<file path="src/amotr_pkg.sv">
/*
  package for the alert mask and overheat timer register group: offsets,
  field positions, reset values and timing counts.
  assumes a 40 MHz mclk and an apb master with 32-bit data.
*/
package amotr_pkg;
  // register indices; the byte address on the bus is four times the index
  localparam logic [7:0] AMOTR_IDX_MASK_CH = 8'h74;
  localparam logic [7:0] AMOTR_IDX_MASK_FLT = 8'h75;
  localparam logic [7:0] AMOTR_IDX_VOLT_LOW = 8'h76;
  localparam logic [7:0] AMOTR_IDX_TEMP_LOW = 8'h77;
  localparam logic [7:0] AMOTR_IDX_CFG3 = 8'h78;
  localparam logic [7:0] AMOTR_IDX_OVH_STAT = 8'h79;
  // register indices of our own choosing for limit and lock
  localparam logic [7:0] AMOTR_IDX_OVH_LIMIT = 8'h7a;
  localparam logic [7:0] AMOTR_IDX_LOCK = 8'h80;
  // reset values
  localparam logic [7:0] AMOTR_RST_MASK = 8'h00;
  localparam logic [7:0] AMOTR_RST_CFG3 = 8'h00;
  localparam logic [7:0] AMOTR_RST_STAT = 8'h00;
  // field positions
  localparam int AMOTR_MCH_VOLT = 0;
  localparam int AMOTR_MCH_SUPPLY = 2;
  localparam int AMOTR_MCH_REMOTE_A = 4;
  localparam int AMOTR_MCH_LOCAL = 5;
  localparam int AMOTR_MCH_REMOTE_B = 6;
  localparam int AMOTR_MCH_ANY_S2 = 7;
  localparam int AMOTR_MFL_OVT = 1;
  localparam int AMOTR_MFL_FIRST_FAN_FAULT_MASK = 2;
  localparam int AMOTR_MFL_FAN4 = 5;
  localparam int AMOTR_MFL_DIODE_A = 6;
  localparam int AMOTR_MFL_DIODE_B = 7;
  localparam int AMOTR_CFG_ALERT = 0;
  localparam int AMOTR_CFG_OVH_ON = 1;
  localparam int AMOTR_CFG_FULL_SPEED_ON_OVERHEAT = 2;
  localparam int AMOTR_CFG_FAST = 3;
  localparam int AMOTR_CFG_CONT0 = 4;
  // timing: step is 22.76 ms, first report after two steps (45.52 ms)
  localparam real AMOTR_CLK_MHZ = 40.0;
  localparam real AMOTR_STEP_MS = 22.76;
  localparam int AMOTR_STEP_CYC = int'(AMOTR_STEP_MS * AMOTR_CLK_MHZ * 1000.0 - 0.5);
  localparam real AMOTR_SLOW_MS = 1000.0;
  localparam real AMOTR_FAST_MS = 250.0;
  localparam int AMOTR_SLOW_CYC = int'(AMOTR_SLOW_MS * AMOTR_CLK_MHZ * 1000.0 - 0.5);
  localparam int AMOTR_FAST_CYC = int'(AMOTR_FAST_MS * AMOTR_CLK_MHZ * 1000.0 - 0.5);
endpackage : amotr_pkg

</file>
<file path="src/amotr_regs.sv">
/*
  alert mask and overheat timer register group with an apb slave.
  assumes inputs synchronous to mclk; readings and status come from the
  conversion engine and limit comparators outside this block.
  the host bus is a zero-wait apb slave: pready is tied high and read data
  is registered, so it shows on prdata from the edge that ends the access.
  the alert pin is open-drain: the block only ever pulls it low.
  the overheat pin is active low and taken as already synchronous.
*/
// Our own choice: the APB slave port.
`timescale 1ns/1ps
`default_nettype none
module amotr_regs
  import amotr_pkg::*;
#(
  parameter int STEP_CYC = AMOTR_STEP_CYC, // cycles per 22.76 ms step
  parameter int SLOW_CYC = AMOTR_SLOW_CYC, // cycles per 1 s sample
  parameter int FAST_CYC = AMOTR_FAST_CYC  // cycles per 250 ms sample
) (
  input wire logic mclk,
  input wire logic rst,
  // apb slave
  input wire logic psel,
  input wire logic penable,
  input wire logic pwrite,
  input wire logic [11:0] paddr,
  input wire logic [31:0] pwdata,
  output logic [31:0] prdata,
  output logic pready,
  output logic pslverr,
  // live 10-bit readings from the converter
  input wire logic [9:0] volt_reading,
  input wire logic [9:0] supply_reading,
  input wire logic [9:0] remote_a_reading,
  input wire logic [9:0] local_reading,
  input wire logic [9:0] remote_b_reading,
  // frozen high bytes for the result registers outside
  output logic [7:0] volt_high,
  output logic [7:0] supply_high,
  output logic [7:0] remote_a_high,
  output logic [7:0] local_high,
  output logic [7:0] remote_b_high,
  // a read of a high-byte result register, one pulse per byte
  input wire logic [4:0] high_byte_read,
  // status conditions from the comparators
  input wire logic [4:0] channel_limit, // volt, supply, remote a, local, remote b
  input wire logic status2_limit_any,
  input wire logic [3:0] fan_fault,
  input wire logic [1:0] diode_fault,
  input wire logic fourth_is_overheat, // fourth speed input used as overheat
  input wire logic overheat_pin_n, // overheat input, active low
  input wire logic config_lock,
  // outputs
  output logic alert_pin_o,
  output logic alert_pin_oe,
  output logic pwm2_is_alert,
  output logic fans_full_speed,
  output logic overheat_timer_event,
  output logic [3:0] speed_sample_strobe,
  output logic [3:0] speed_continuous
);
  // registered state
  // all registers below but samp_cnt are written only by the single always_ff
  // further down; their next_ values are worked out in one always_comb so that a bus
  // access, a freeze release and a timer step in one cycle are resolved in
  // one place and in a fixed order (timer first, then reads, then writes).
  // step_cnt and samp_cnt are a full 32 bits so that the real 40 MHz counts
  // fit; the bench shortens them through the parameters.
  logic [7:0] mask_ch, next_mask_ch;
  logic [7:0] mask_flt, next_mask_flt;
  logic [7:0] cfg3, next_cfg3;
  logic [7:0] ovh_limit, next_ovh_limit;
  logic [7:0] volt_low, next_volt_low;
  logic [7:0] temp_low, next_temp_low;
  logic [7:0] stat, next_stat;
  logic [39:0] highs, next_highs; // five high bytes
  logic [4:0] pend_high, next_pend_high; // high bytes still owed a read
  logic [31:0] step_cnt, next_step_cnt;
  logic [8:0] steps, next_steps; // whole steps of assertion
  logic [31:0] samp_cnt, next_samp_cnt;
  logic [31:0] rdata, next_rdata;
  logic ovh_evt, next_ovh_evt;

  // apb decode: zero-wait access, unmapped addresses error
  // the word index is taken from paddr[9:2]; any address with the low two
  // bits set or above the window is refused with pslverr so that software
  // sees a misaligned or stray access instead of silently reading zero.
  // only the access phase (psel and penable) counts: a setup cycle alone
  // never changes state, which keeps a master that idles in setup harmless.
  logic acc, wr, rd, mapped;
  logic [7:0] idx;
  logic overheat;
  assign idx = paddr[9:2];
  assign acc = psel && penable;
  assign wr = acc && pwrite;
  assign rd = acc && !pwrite;
  assign overheat = !overheat_pin_n && cfg3[AMOTR_CFG_OVH_ON];
  always_comb begin
    mapped = (paddr[1:0] == 2'h0) && (paddr[11:10] == 2'h0) &&
      ((idx >= AMOTR_IDX_MASK_CH && idx <= AMOTR_IDX_OVH_LIMIT) || idx == AMOTR_IDX_LOCK);
  end
  assign pready = 1'b1;
  assign pslverr = acc && !mapped;
  assign prdata = rdata;

  // low-bit freeze bookkeeping
  // one pending bit per high byte: a low-bits read sets the bits of the
  // readings it covers, a pulse on high_byte_read clears its own bit.
  // while any bit is pending, all low and high copies hold still, so that a
  // 10-bit value is always read back as one coherent pair.
  // limitation: a host that never reads the high bytes freezes the readings
  // for good; that is the price of a coherent pair without extra buffering.
  logic frozen;
  assign frozen = |pend_high;

  // next-state logic for registers and timers
  // defaults hold every register but pend_high, which drops the bits high_byte_read names; the sections below only override what
  // changes. the event flag defaults low so it is a level that follows the
  // timer each cycle rather than a sticky bit.
  // if a set and a clear meet in one cycle, the later assignment in this
  // process wins, and the order is chosen so that a set always wins.
  always_comb begin
    next_mask_ch = mask_ch;
    next_mask_flt = mask_flt;
    next_cfg3 = cfg3;
    next_ovh_limit = ovh_limit;
    next_volt_low = volt_low;
    next_temp_low = temp_low;
    next_highs = highs;
    next_pend_high = pend_high & ~high_byte_read; // high byte read releases it
    next_stat = stat;
    next_step_cnt = step_cnt;
    next_steps = steps;
    next_ovh_evt = 1'b0;
    next_rdata = rdata;
    // readings track the converter unless frozen
    if (!frozen) begin
      next_volt_low = {2'h0, supply_reading[1:0], 2'h0, volt_reading[1:0]};
      next_temp_low = {remote_b_reading[1:0], local_reading[1:0],
        remote_a_reading[1:0], 2'h0};
      next_highs = {remote_b_reading[9:2], local_reading[9:2], remote_a_reading[9:2],
        supply_reading[9:2], volt_reading[9:2]};
    end
    // overheat duration timer
    // step_cnt divides the clock into 22.76 ms steps and steps counts whole
    // steps of one unbroken assertion; both return to zero the moment the
    // input is released or monitoring is off.
    // steps is one bit wider than the reported count so that saturation can
    // be seen without a separate flag.
    // the status register only starts to follow the count after two whole
    // steps; before that it holds just the assertion-seen bit.
    // the event compares against the limit every cycle while asserted.
    if (overheat) begin
      if (steps == 9'h000 && step_cnt == 32'h0) begin
        next_stat[0] = 1'b1; // assertion seen
      end
      if (step_cnt >= 32'(STEP_CYC - 1)) begin
        next_step_cnt = 32'h0;
        if (steps != 9'h1ff) begin
          next_steps = steps + 9'h001;
        end
      end else begin
        next_step_cnt = step_cnt + 32'h1;
      end
      // report count once two steps are complete, saturating at 0xff
      if (steps >= 9'h002) begin
        next_stat = (steps > 9'h0ff) ? 8'hff : steps[7:0];
      end
      // limit exceeded; limit of zero fires at once
      if ({1'b0, ovh_limit} < steps || ovh_limit == 8'h00) begin
        next_ovh_evt = 1'b1;
      end
    end else begin
      next_step_cnt = 32'h0;
      next_steps = 9'h000;
    end
    // reads
    // read data is loaded at the access edge and then held, so a master
    // that samples prdata one cycle later always sees a stable value.
    // reads with side effects (freeze, clear on read) act only here, once
    // per access, never during the setup cycle.
    if (rd) begin
      case (idx)
        AMOTR_IDX_MASK_CH: next_rdata = {24'h0, mask_ch};
        AMOTR_IDX_MASK_FLT: next_rdata = {24'h0, mask_flt};
        AMOTR_IDX_VOLT_LOW: begin
          next_rdata = {24'h0, volt_low};
          next_pend_high = next_pend_high | 5'h03; // freeze until highs read
        end
        AMOTR_IDX_TEMP_LOW: begin
          next_rdata = {24'h0, temp_low};
          next_pend_high = next_pend_high | 5'h1c;
        end
        AMOTR_IDX_CFG3: next_rdata = {24'h0, cfg3};
        AMOTR_IDX_OVH_STAT: begin
          next_rdata = {24'h0, stat};
          // read clears; a fresh assertion in the same cycle still wins
          if (!(overheat && steps == 9'h000 && step_cnt == 32'h0)) begin
            next_stat = overheat && steps >= 9'h002 ? next_stat : AMOTR_RST_STAT;
          end
        end
        AMOTR_IDX_OVH_LIMIT: next_rdata = {24'h0, ovh_limit};
        AMOTR_IDX_LOCK: next_rdata = {31'h0, config_lock};
        default: next_rdata = 32'h0;
      endcase
    end
    // writes
    // writes come after reads so a write can never be undone by a read
    // side effect in the same cycle (they cannot overlap on apb anyway).
    // the low-bits and status registers have no write branch: the hardware
    // owns them and a stray write must not disturb a frozen pair.
    if (wr) begin
      case (idx)
        AMOTR_IDX_MASK_CH: next_mask_ch = pwdata[7:0];
        AMOTR_IDX_MASK_FLT: begin
          next_mask_flt = {pwdata[7:2], mask_flt[AMOTR_MFL_OVT], pwdata[0]};
        end
        AMOTR_IDX_CFG3: begin
          if (!config_lock) begin
            next_cfg3 = pwdata[7:0];
          end
        end
        AMOTR_IDX_OVH_LIMIT: next_ovh_limit = pwdata[7:0];
        default: next_cfg3 = next_cfg3; // read-only or unmapped: ignored
      endcase
    end
  end

  // register update
  // plain flops only: synchronous reset to the documented defaults, and
  // otherwise a copy of the next_ values. keeping the logic out of this
  // process means reset can only ever load constants.
  // the limit register resets to zero, which fires the event as soon as overheat is seen.
  always_ff @(posedge mclk) begin
    if (rst) begin
      mask_ch <= AMOTR_RST_MASK;
      mask_flt <= AMOTR_RST_MASK;
      cfg3 <= AMOTR_RST_CFG3;
      ovh_limit <= 8'h00;
      volt_low <= 8'h00;
      temp_low <= 8'h00;
      highs <= 40'h0;
      pend_high <= 5'h00;
      stat <= AMOTR_RST_STAT;
      step_cnt <= 32'h0;
      steps <= 9'h000;
      rdata <= 32'h0;
      ovh_evt <= 1'b0;
    end else begin
      mask_ch <= next_mask_ch;
      mask_flt <= next_mask_flt;
      cfg3 <= next_cfg3;
      ovh_limit <= next_ovh_limit;
      volt_low <= next_volt_low;
      temp_low <= next_temp_low;
      highs <= next_highs;
      pend_high <= next_pend_high;
      stat <= next_stat;
      step_cnt <= next_step_cnt;
      steps <= next_steps;
      rdata <= next_rdata;
      ovh_evt <= next_ovh_evt;
    end
  end

  // high bytes go out to the result registers, which live outside this
  // block; they come straight from flops so the host never sees a byte
  // change part way through a read.
  assign volt_high = highs[7:0];
  assign supply_high = highs[15:8];
  assign remote_a_high = highs[23:16];
  assign local_high = highs[31:24];
  assign remote_b_high = highs[39:32];
  assign overheat_timer_event = ovh_evt;

  // alert combine: each unmasked condition pulls the pin low
  // the conditions are levels from the comparators, so the alert follows
  // them directly with no latching here; clearing a condition or setting
  // its mask bit releases the pin in the same cycle.
  // the fourth fan fault and the overheat event share one mask bit; which
  // one is watched depends on how the fourth speed input is used.
  logic any_alert;
  always_comb begin
    any_alert = (channel_limit[0] && !mask_ch[AMOTR_MCH_VOLT]) ||
      (channel_limit[1] && !mask_ch[AMOTR_MCH_SUPPLY]) ||
      (channel_limit[2] && !mask_ch[AMOTR_MCH_REMOTE_A]) ||
      (channel_limit[3] && !mask_ch[AMOTR_MCH_LOCAL]) ||
      (channel_limit[4] && !mask_ch[AMOTR_MCH_REMOTE_B]) ||
      (status2_limit_any && !mask_ch[AMOTR_MCH_ANY_S2]) ||
      (|(fan_fault[2:0] & ~mask_flt[AMOTR_MFL_FAN4-1:AMOTR_MFL_FIRST_FAN_FAULT_MASK])) ||
      (!fourth_is_overheat && fan_fault[3] && !mask_flt[AMOTR_MFL_FAN4]) ||
      (fourth_is_overheat && ovh_evt && !mask_flt[AMOTR_MFL_FAN4]) ||
      (diode_fault[0] && !mask_flt[AMOTR_MFL_DIODE_A]) ||
      (diode_fault[1] && !mask_flt[AMOTR_MFL_DIODE_B]);
  end
  // open-drain: drive low only, release otherwise
  // the data side is tied low and only the enable moves, so the pin can
  // never be driven high against another device on the shared line.
  // while the pin serves as pwm output the enable stays low.
  assign alert_pin_o = 1'b0;
  assign alert_pin_oe = cfg3[AMOTR_CFG_ALERT] && any_alert;
  assign pwm2_is_alert = cfg3[AMOTR_CFG_ALERT];
  // full_speed_on_overheat uses the raw pin so a full_speed_on_overheat works even without monitoring
  assign fans_full_speed = cfg3[AMOTR_CFG_FULL_SPEED_ON_OVERHEAT] && !overheat_pin_n;

  // speed sampling tick: 1 s or 250 ms
  // one free-running counter serves all four fans; a change of rate takes
  // effect at once, which can stretch or shorten one period by up to a
  // full slow period. that is accepted to save a second counter.
  // the tick is high for exactly one cycle per period.
  logic samp_tick;
  always_comb begin
    samp_tick = samp_cnt >= (cfg3[AMOTR_CFG_FAST] ? 32'(FAST_CYC - 1) : 32'(SLOW_CYC - 1));
    next_samp_cnt = samp_tick ? 32'h0 : samp_cnt + 32'h1;
  end
  always_ff @(posedge mclk) begin
    if (rst) begin
      samp_cnt <= 32'h0;
    end else begin
      samp_cnt <= next_samp_cnt;
    end
  end
  // per fan: continuous mode strobes each cycle, else on the tick
  // the strobe is a request to the speed counters outside; continuous mode
  // simply holds it high, so those counters restart without a gap.
  // all four fans share the one tick, so their measurements line up.
  genvar g;
  generate
    for (g = 0; g < 4; g++) begin : g_fan
      assign speed_continuous[g] = cfg3[AMOTR_CFG_CONT0 + g];
      assign speed_sample_strobe[g] = cfg3[AMOTR_CFG_CONT0 + g] || samp_tick;
    end
  endgenerate
endmodule : amotr_regs
`default_nettype wire

</file>
<file path="config.mk">
export PLATFORM = sky130hd
export DESIGN_NAME = amotr_regs
export DESIGN_NICKNAME = d
export VERILOG_FILES = /design/src/amotr_pkg.sv /design/src/amotr_regs.sv
export SDC_FILE = /design/constraint.sdc
export NUM_CORES = 1
export LEC_CHECK = 0
export BUFFER_PORTS_ARGS = -buffer_cell sky130_fd_sc_hd__buf_4
export CORE_AREA = 2 2 143 145
export CTS_BUF_LIST = sky130_fd_sc_hd__clkbuf_2
export CTS_CLUSTER_DIAMETER = 80
export DETAILED_ROUTE_END_ITERATION = 10
export DIE_AREA = 0 0 145 147
export PLACE_DENSITY = 0.67
export SLEW_MARGIN = 20
export SYNTH_ARGS = -nofsm -noshare
export SYNTH_HDL_FRONTEND = slang
export SYNTH_SLANG_ARGS = --single-unit
</file>
<file path="constraint.sdc">
create_clock -name mclk -period 2.95 [get_ports mclk]
set_input_delay 0.59 -clock mclk [delete_from_list [all_inputs] [get_ports mclk]]
set_output_delay 0.59 -clock mclk [all_outputs]
set_load 0.01 [all_outputs]
</file>
### Word-level counts from Yosys, hierarchy flattened

Cells that the tools add are included.
W data, S select, Z words.

| cells by class | value |
|---|---|
| eq/ne operators | 9 |
| $lt $le $gt $ge | 7 |
| bitwise operators | 6 |
| reductions and logical operators | 70 |
| add/sub/neg operators | 3 |
| muxes and demuxes | 13 |

Operators with widths:

| cell | count |
|---|---|
| $add A32 B1 Y32 const B | 2 |
| $pmux W8 S8 | 1 |
| $eq A8 B7 Y1 const B | 7 |
| $mux W8 | 7 |
| $ge A32 B20 Y1 const B | 1 |
| $ge A32 B26 Y1 | 1 |
| $logic_not A32 Y1 | 1 |
| $logic_and A1 B1 Y1 | 26 |
| $mux W26 | 1 |
| $logic_or A1 B1 Y1 | 16 |
| $logic_not A1 Y1 | 13 |
| $pmux W5 S2 | 1 |
| $add A9 B1 Y9 const B | 1 |
| $ge A9 B2 Y1 const B | 1 |
| $gt A9 B8 Y1 const B | 1 |
| $logic_not A9 Y1 | 1 |
| $lt A8 B9 Y1 | 1 |
| $ne A9 B9 Y1 const B | 1 |
| $eq A8 B8 Y1 const B | 1 |
| $ge A8 B7 Y1 const B | 1 |
| $le A8 B7 Y1 const B | 1 |
| $logic_not A8 Y1 | 1 |
| $reduce_and A2 Y1 | 4 |
| $reduce_or A3 Y1 | 2 |
| 11 further kinds | 15 |

| word-level totals | value |
|---|---|
| input bits | 119 |
| bits in registers | 200 |
| output and inout port bits | 87 |
| logic and storage cells | 122 |

### Depth between registers and ports, before layout

| depth | value |
|---|---|
| word-level depth | 13 |
| gate-level depth with buffers | 10 |
| mapped depth without buffers | 9 |

### Worst setup path before layout

OpenSTA, ideal clock, no wires.

| timing | value |
|---|---|
| kind | reg-to-output |
| start point | register cfg3[3] |
| end point | output speed_sample_strobe[0] |
| data arrival time | 2.098 ns |
| stages on the path, launching flop included | 8 |
| required time | 2.360 ns |
| buffers on the path | 0 |
| setup slack | 0.262 ns |
| cells stage by stage | dfxtp_1 > inv_1 > ha_1 > a2111oi_2 > nor3_1 > o31a_1 > a211oi_1 > nand2b_1 |

| between the ends | value |
|---|---|
| longest elaborated chain between the ends | 3 |

RTL lines:

| item | line | RTL |
|---|---|---|
| start, declared | amotr_regs.sv:71 | `logic [7:0] cfg3, next_cfg3;` |
| start signal, assigned | amotr_regs.sv:252 | `cfg3 <= next_cfg3;` |
| $mux W26 | amotr_regs.sv:313 | `samp_tick = samp_cnt >= (cfg3[AMOTR_CFG_FAST] ? 32'(FAST_CYC - 1) : 32'(SLOW_CYC - 1));` |
| $ge A32 B26 Y1 | amotr_regs.sv:313 |  |
| $logic_or A1 B1 Y1 | amotr_regs.sv:331 | `assign speed_sample_strobe[g] = cfg3[AMOTR_CFG_CONT0 + g] \|\| samp_tick;` |
| end, declared | amotr_regs.sv:59 | `output logic [3:0] speed_sample_strobe,` |

Every way passes these cells.

### Worst setup path in the final report

| timing | value |
|---|---|
| start point | register cfg3[3] |
| end point | output speed_sample_strobe[1] |

Same word-level chain as after synthesis.

==> run_results.csv <==
group,metric,value,unit
run_status,status,"finished, violations left",
run_status,violations,"negative setup slack",
floorplanning,die_area,21300,sq um
floorplanning,rows,52,
clocking,root_buffer,"clkbuf_2",
timing,setup_violations,4,
setup_path,r2r-end,"samp_cnt[17]",
placement,gp_congestion,0.926,
grt,grt_max_degree,53,
layout,fin_cells,1458,
logic_synthesis,yosysSeqAreaShare,44.1,%
setup_path,critPathLaunchType,"flop",
timing,worst_pin_slew,0.701,ns
hold_path,hold_class,"in -> reg",
layout,drive_above_1_share,20.6,%
logic_synthesis,ys_ff_latch,176,
floorplanning,die_x,145,um
detailed_routing,postRouteAntennaNets,0,
logic_synthesis,syn_area,7990,sq um
clocking,clkSlewWorstSetupHoldPaths,0.28,ns
timing,slew_headroom,53.2,%
setup_path,cp.arrival,2.87,ns
clocking,cts_buffer_depth,2,
timing,fin_skew,0.0488,ns
layout,regArea,3530,sq um
floorplanning,die_y,147,um
timing,layout_setup_ws,-0.508,ns
logic_synthesis,synth.distinct_cells,63,
detailed_routing,drt_iter0_drc,577,
detailed_routing,routed_wl,22200,um
grt,grt_util_all_layers,20.1,%
timing,finalHoldViolations,0,
timing,rsz0062_at_grt,"true",
floorplanning,start_util,40.2,%
hold_path,hold_depth,3,
clocking,cts_tree,"done",
clocking,cts_made_buffers,17,
grt,gr-total-overflow,0,
power_and_ir_drop,p_leak,4.11,nW
timing,max_freq,289,MHz
detailed_routing,num_vias,7378,
detailed_routing,via_per_inst,5.06,
floorplanning,core,19800,sq um
detailed_routing,wire_per_inst,15.2,um
power_and_ir_drop,vdd_drop_max,0.000229,V
logic_synthesis,synth_edf_count,0,
detailed_routing,drc,0,
setup_path,cp-end-kind,"output pin",
placement,dp_slack,0.00507,ns
placement,dp_cells,1359,
power_and_ir_drop,p_per_area,390,nW/um^2
setup_path,r2r_cells,8,
logic_synthesis,postSynthCellCount,950,
logic_synthesis,synth_flop_cell,"dfxtp_1",
detailed_routing,dr.pass1.iters,8,
setup_path,ff2ff_setup_slack,0.28,ns
flow_run,drv_cap,0,
timing,fin_crit,3.46,ns
layout,multi_input_area,4310,sq um
setup_path,crit_path_max_fanout,4,
setup_path,worstSetupPathType,"reg -> out",
grt,grt_pass1_vias,6641,
grt,antenna_found_initial,1,
layout,final_nets,1323,
setup_path,worst_ep_required_time,2.36,ns
hold_path,hold_start,"pwdata[1]",
placement,hpwl,15600,um
clocking,clock_latency,0.74,ns
timing,period_share,117,%
grt,grt_pass1_wl,34400,um
floorplanning,io_pins,206,
placement,port_buffers,155,
logic_synthesis,syn_avg_cell_area,8.41,sq um
layout,fillers,1860,
layout,area_delta_synth_final,31.0,%
logic_synthesis,synthArstFlopShare,0,%
hold_path,hold-path-endpoint,"cfg3[1]",
clocking,htree_levels,4,
timing,finalMaxSlewViolations,0,
logic_synthesis,yosys_warnings,0,
clocking,clock_sinks,176,
setup_path,rr_startpoint,"cfg3[3]",
kinds of logic (layout without fill, tap and decap cells):
family,after synthesis,after routing,share of synthesized area (%)
AND/OR/NAND/NOR,408,408,23.7
flip-flops,176,176,44.1
AO/OA/AOI/OAI,174,174,13.8
buffers and inverters,96,291,6.16
XOR/XNOR,42,42,4.61
adder cells (fa/ha/maj),29,29,4.54
multiplexers,23,23,2.95
other,2,45,0.0940
sequential cells by signal (all words and copies together) (netlist names), 7 cells and up:
name	count
mask_ch	8
mask_flt	7
highs	40
ovh_limit	8
steps	9
stat	8
step_cnt	32
cfg3	8
samp_cnt	32
prdata	8
cells in the mapped netlist (3+ instances only):
library cell,instances,share of area (%)
mux2_2,4,0.56
clkbuf_1,26,1.2
xor2_1,21,2.3
nor3_1,18,1.1
mux2i_1,19,2.4
nor4_1,18,1.4
xnor2_1,21,2.3
nand4_1,16,1.3
nand2b_1,12,0.94
or3_1,10,0.78
a22oi_1,9,0.85
buf_2,3,0.19
nand3_1,33,2.1
buf_4,30,2.8
nor2b_1,8,0.63
a31oi_1,3,0.24
inv_1,28,1.3
o22ai_1,6,0.47
o21a_1,4,0.38
a22o_1,3,0.33
ha_1,29,4.5
and3_1,11,0.86
o221a_2,7,0.99
nand2_1,169,7.9
buf_1,7,0.33
nor3b_1,3,0.28
nor2_1,87,4.1
a211oi_1,5,0.47
a21o_1,5,0.47
o21ai_0,20,1.3
dfxtp_1,176,44
a221oi_1,3,0.33
and4_1,4,0.44
a21oi_1,89,5.6
and2_1,5,0.39
how the worst max path moves through the flow:
stage / startpoint / endpoint / cells past startpoint
final: cfg3[3] / speed_sample_strobe[1] / 8
after global routing: cfg3[3] / speed_sample_strobe[1] / 10
after CTS: cfg3[3] / speed_sample_strobe[1] / 10
after detailed placement: cfg3[3] / speed_sample_strobe[1] / 9
after global placement: cfg3[3] / speed_sample_strobe[1] / 9
after floorplan: cfg3[3] / speed_sample_strobe[0] / 7
where the power goes:
part	internal (W)	total, W	leakage [nW]	switching, W
logic	0.000207	0.000379	2.53	0.000172
registers	0.00243	0.00246	1.44	0.0000223
clock network	0.000392	0.00125	0.136	0.000855
total	0.00303	0.00408	4.11	0.00105
layer usage:
layer,part of all wire (%),track usage [%]
met4,1.8,7.03
met3,5.2,5.12
met1,46,27.2
met5,0,0
met2,47,31.1
cell type report:
class                      count  share of cell area (%)
antenna                        2                  0.0478
clock buffer                  18                   0.861
clock inverter                12                    1.29
inverter                      28                    1.04
multi-input combinational    719                    41.2
sequential                   176                    33.7
tap                          270                    3.23
timing repair buffer         233                    18.6
placed cells by master (no fill, tap or decap), types with 21 or more instances in the layout:
cell / instances
dlygate4sd3_1: 60
nand2_1: 169
ha_1: 21
a21oi_1: 89
nand3_1: 33
conb_1: 43
inv_1: 27
dfxtp_1: 173
nor2_1: 87
xor2_1: 21
buf_4: 165
xnor2_1: 21
through the flow:
stage | area, sq um | hold WS (ns) | setup TNS, ns | power [W] | utilization (%)
final | 10500 | 0.0788 | -1.97 | 0.00408 | 52.7
after detailed placement | 9350 | 0.437 | 0 | 0.00281 | 47.1
after floorplan | 8140 | 0.417 | 0 | 0.00265 | -
after CTS | 10100 | 0.000221 | -1.86 | 0.00409 | 50.7
after global placement | 9350 | 0.426 | 0 | 0.00280 | 47.1
after global routing | 10500 | 0.00922 | -2.84 | 0.00427 | 52.7
repair_timing:
item / in CTS / in global routing
hold buffers: 30 / 30
buffers inserted: 3 / 4
setup endpoints to repair: 4 / 5
resized for setup: 23 / 12
endpoints found under the hold margin: 30 / 31
pin swaps: 11 / 12
critical path, cell delays in order, from the launching register on:
cell and delay [ns]:
dfxtp_4 0.41, ha_1 0.34, a2111oi_4 0.32, nor3_2 0.09, o31a_1 0.36, a211oi_4 0.29
buf_4 0.17, nand2b_1 0.05, buf_4 0.14
Power figures use the tool's default switching activity.
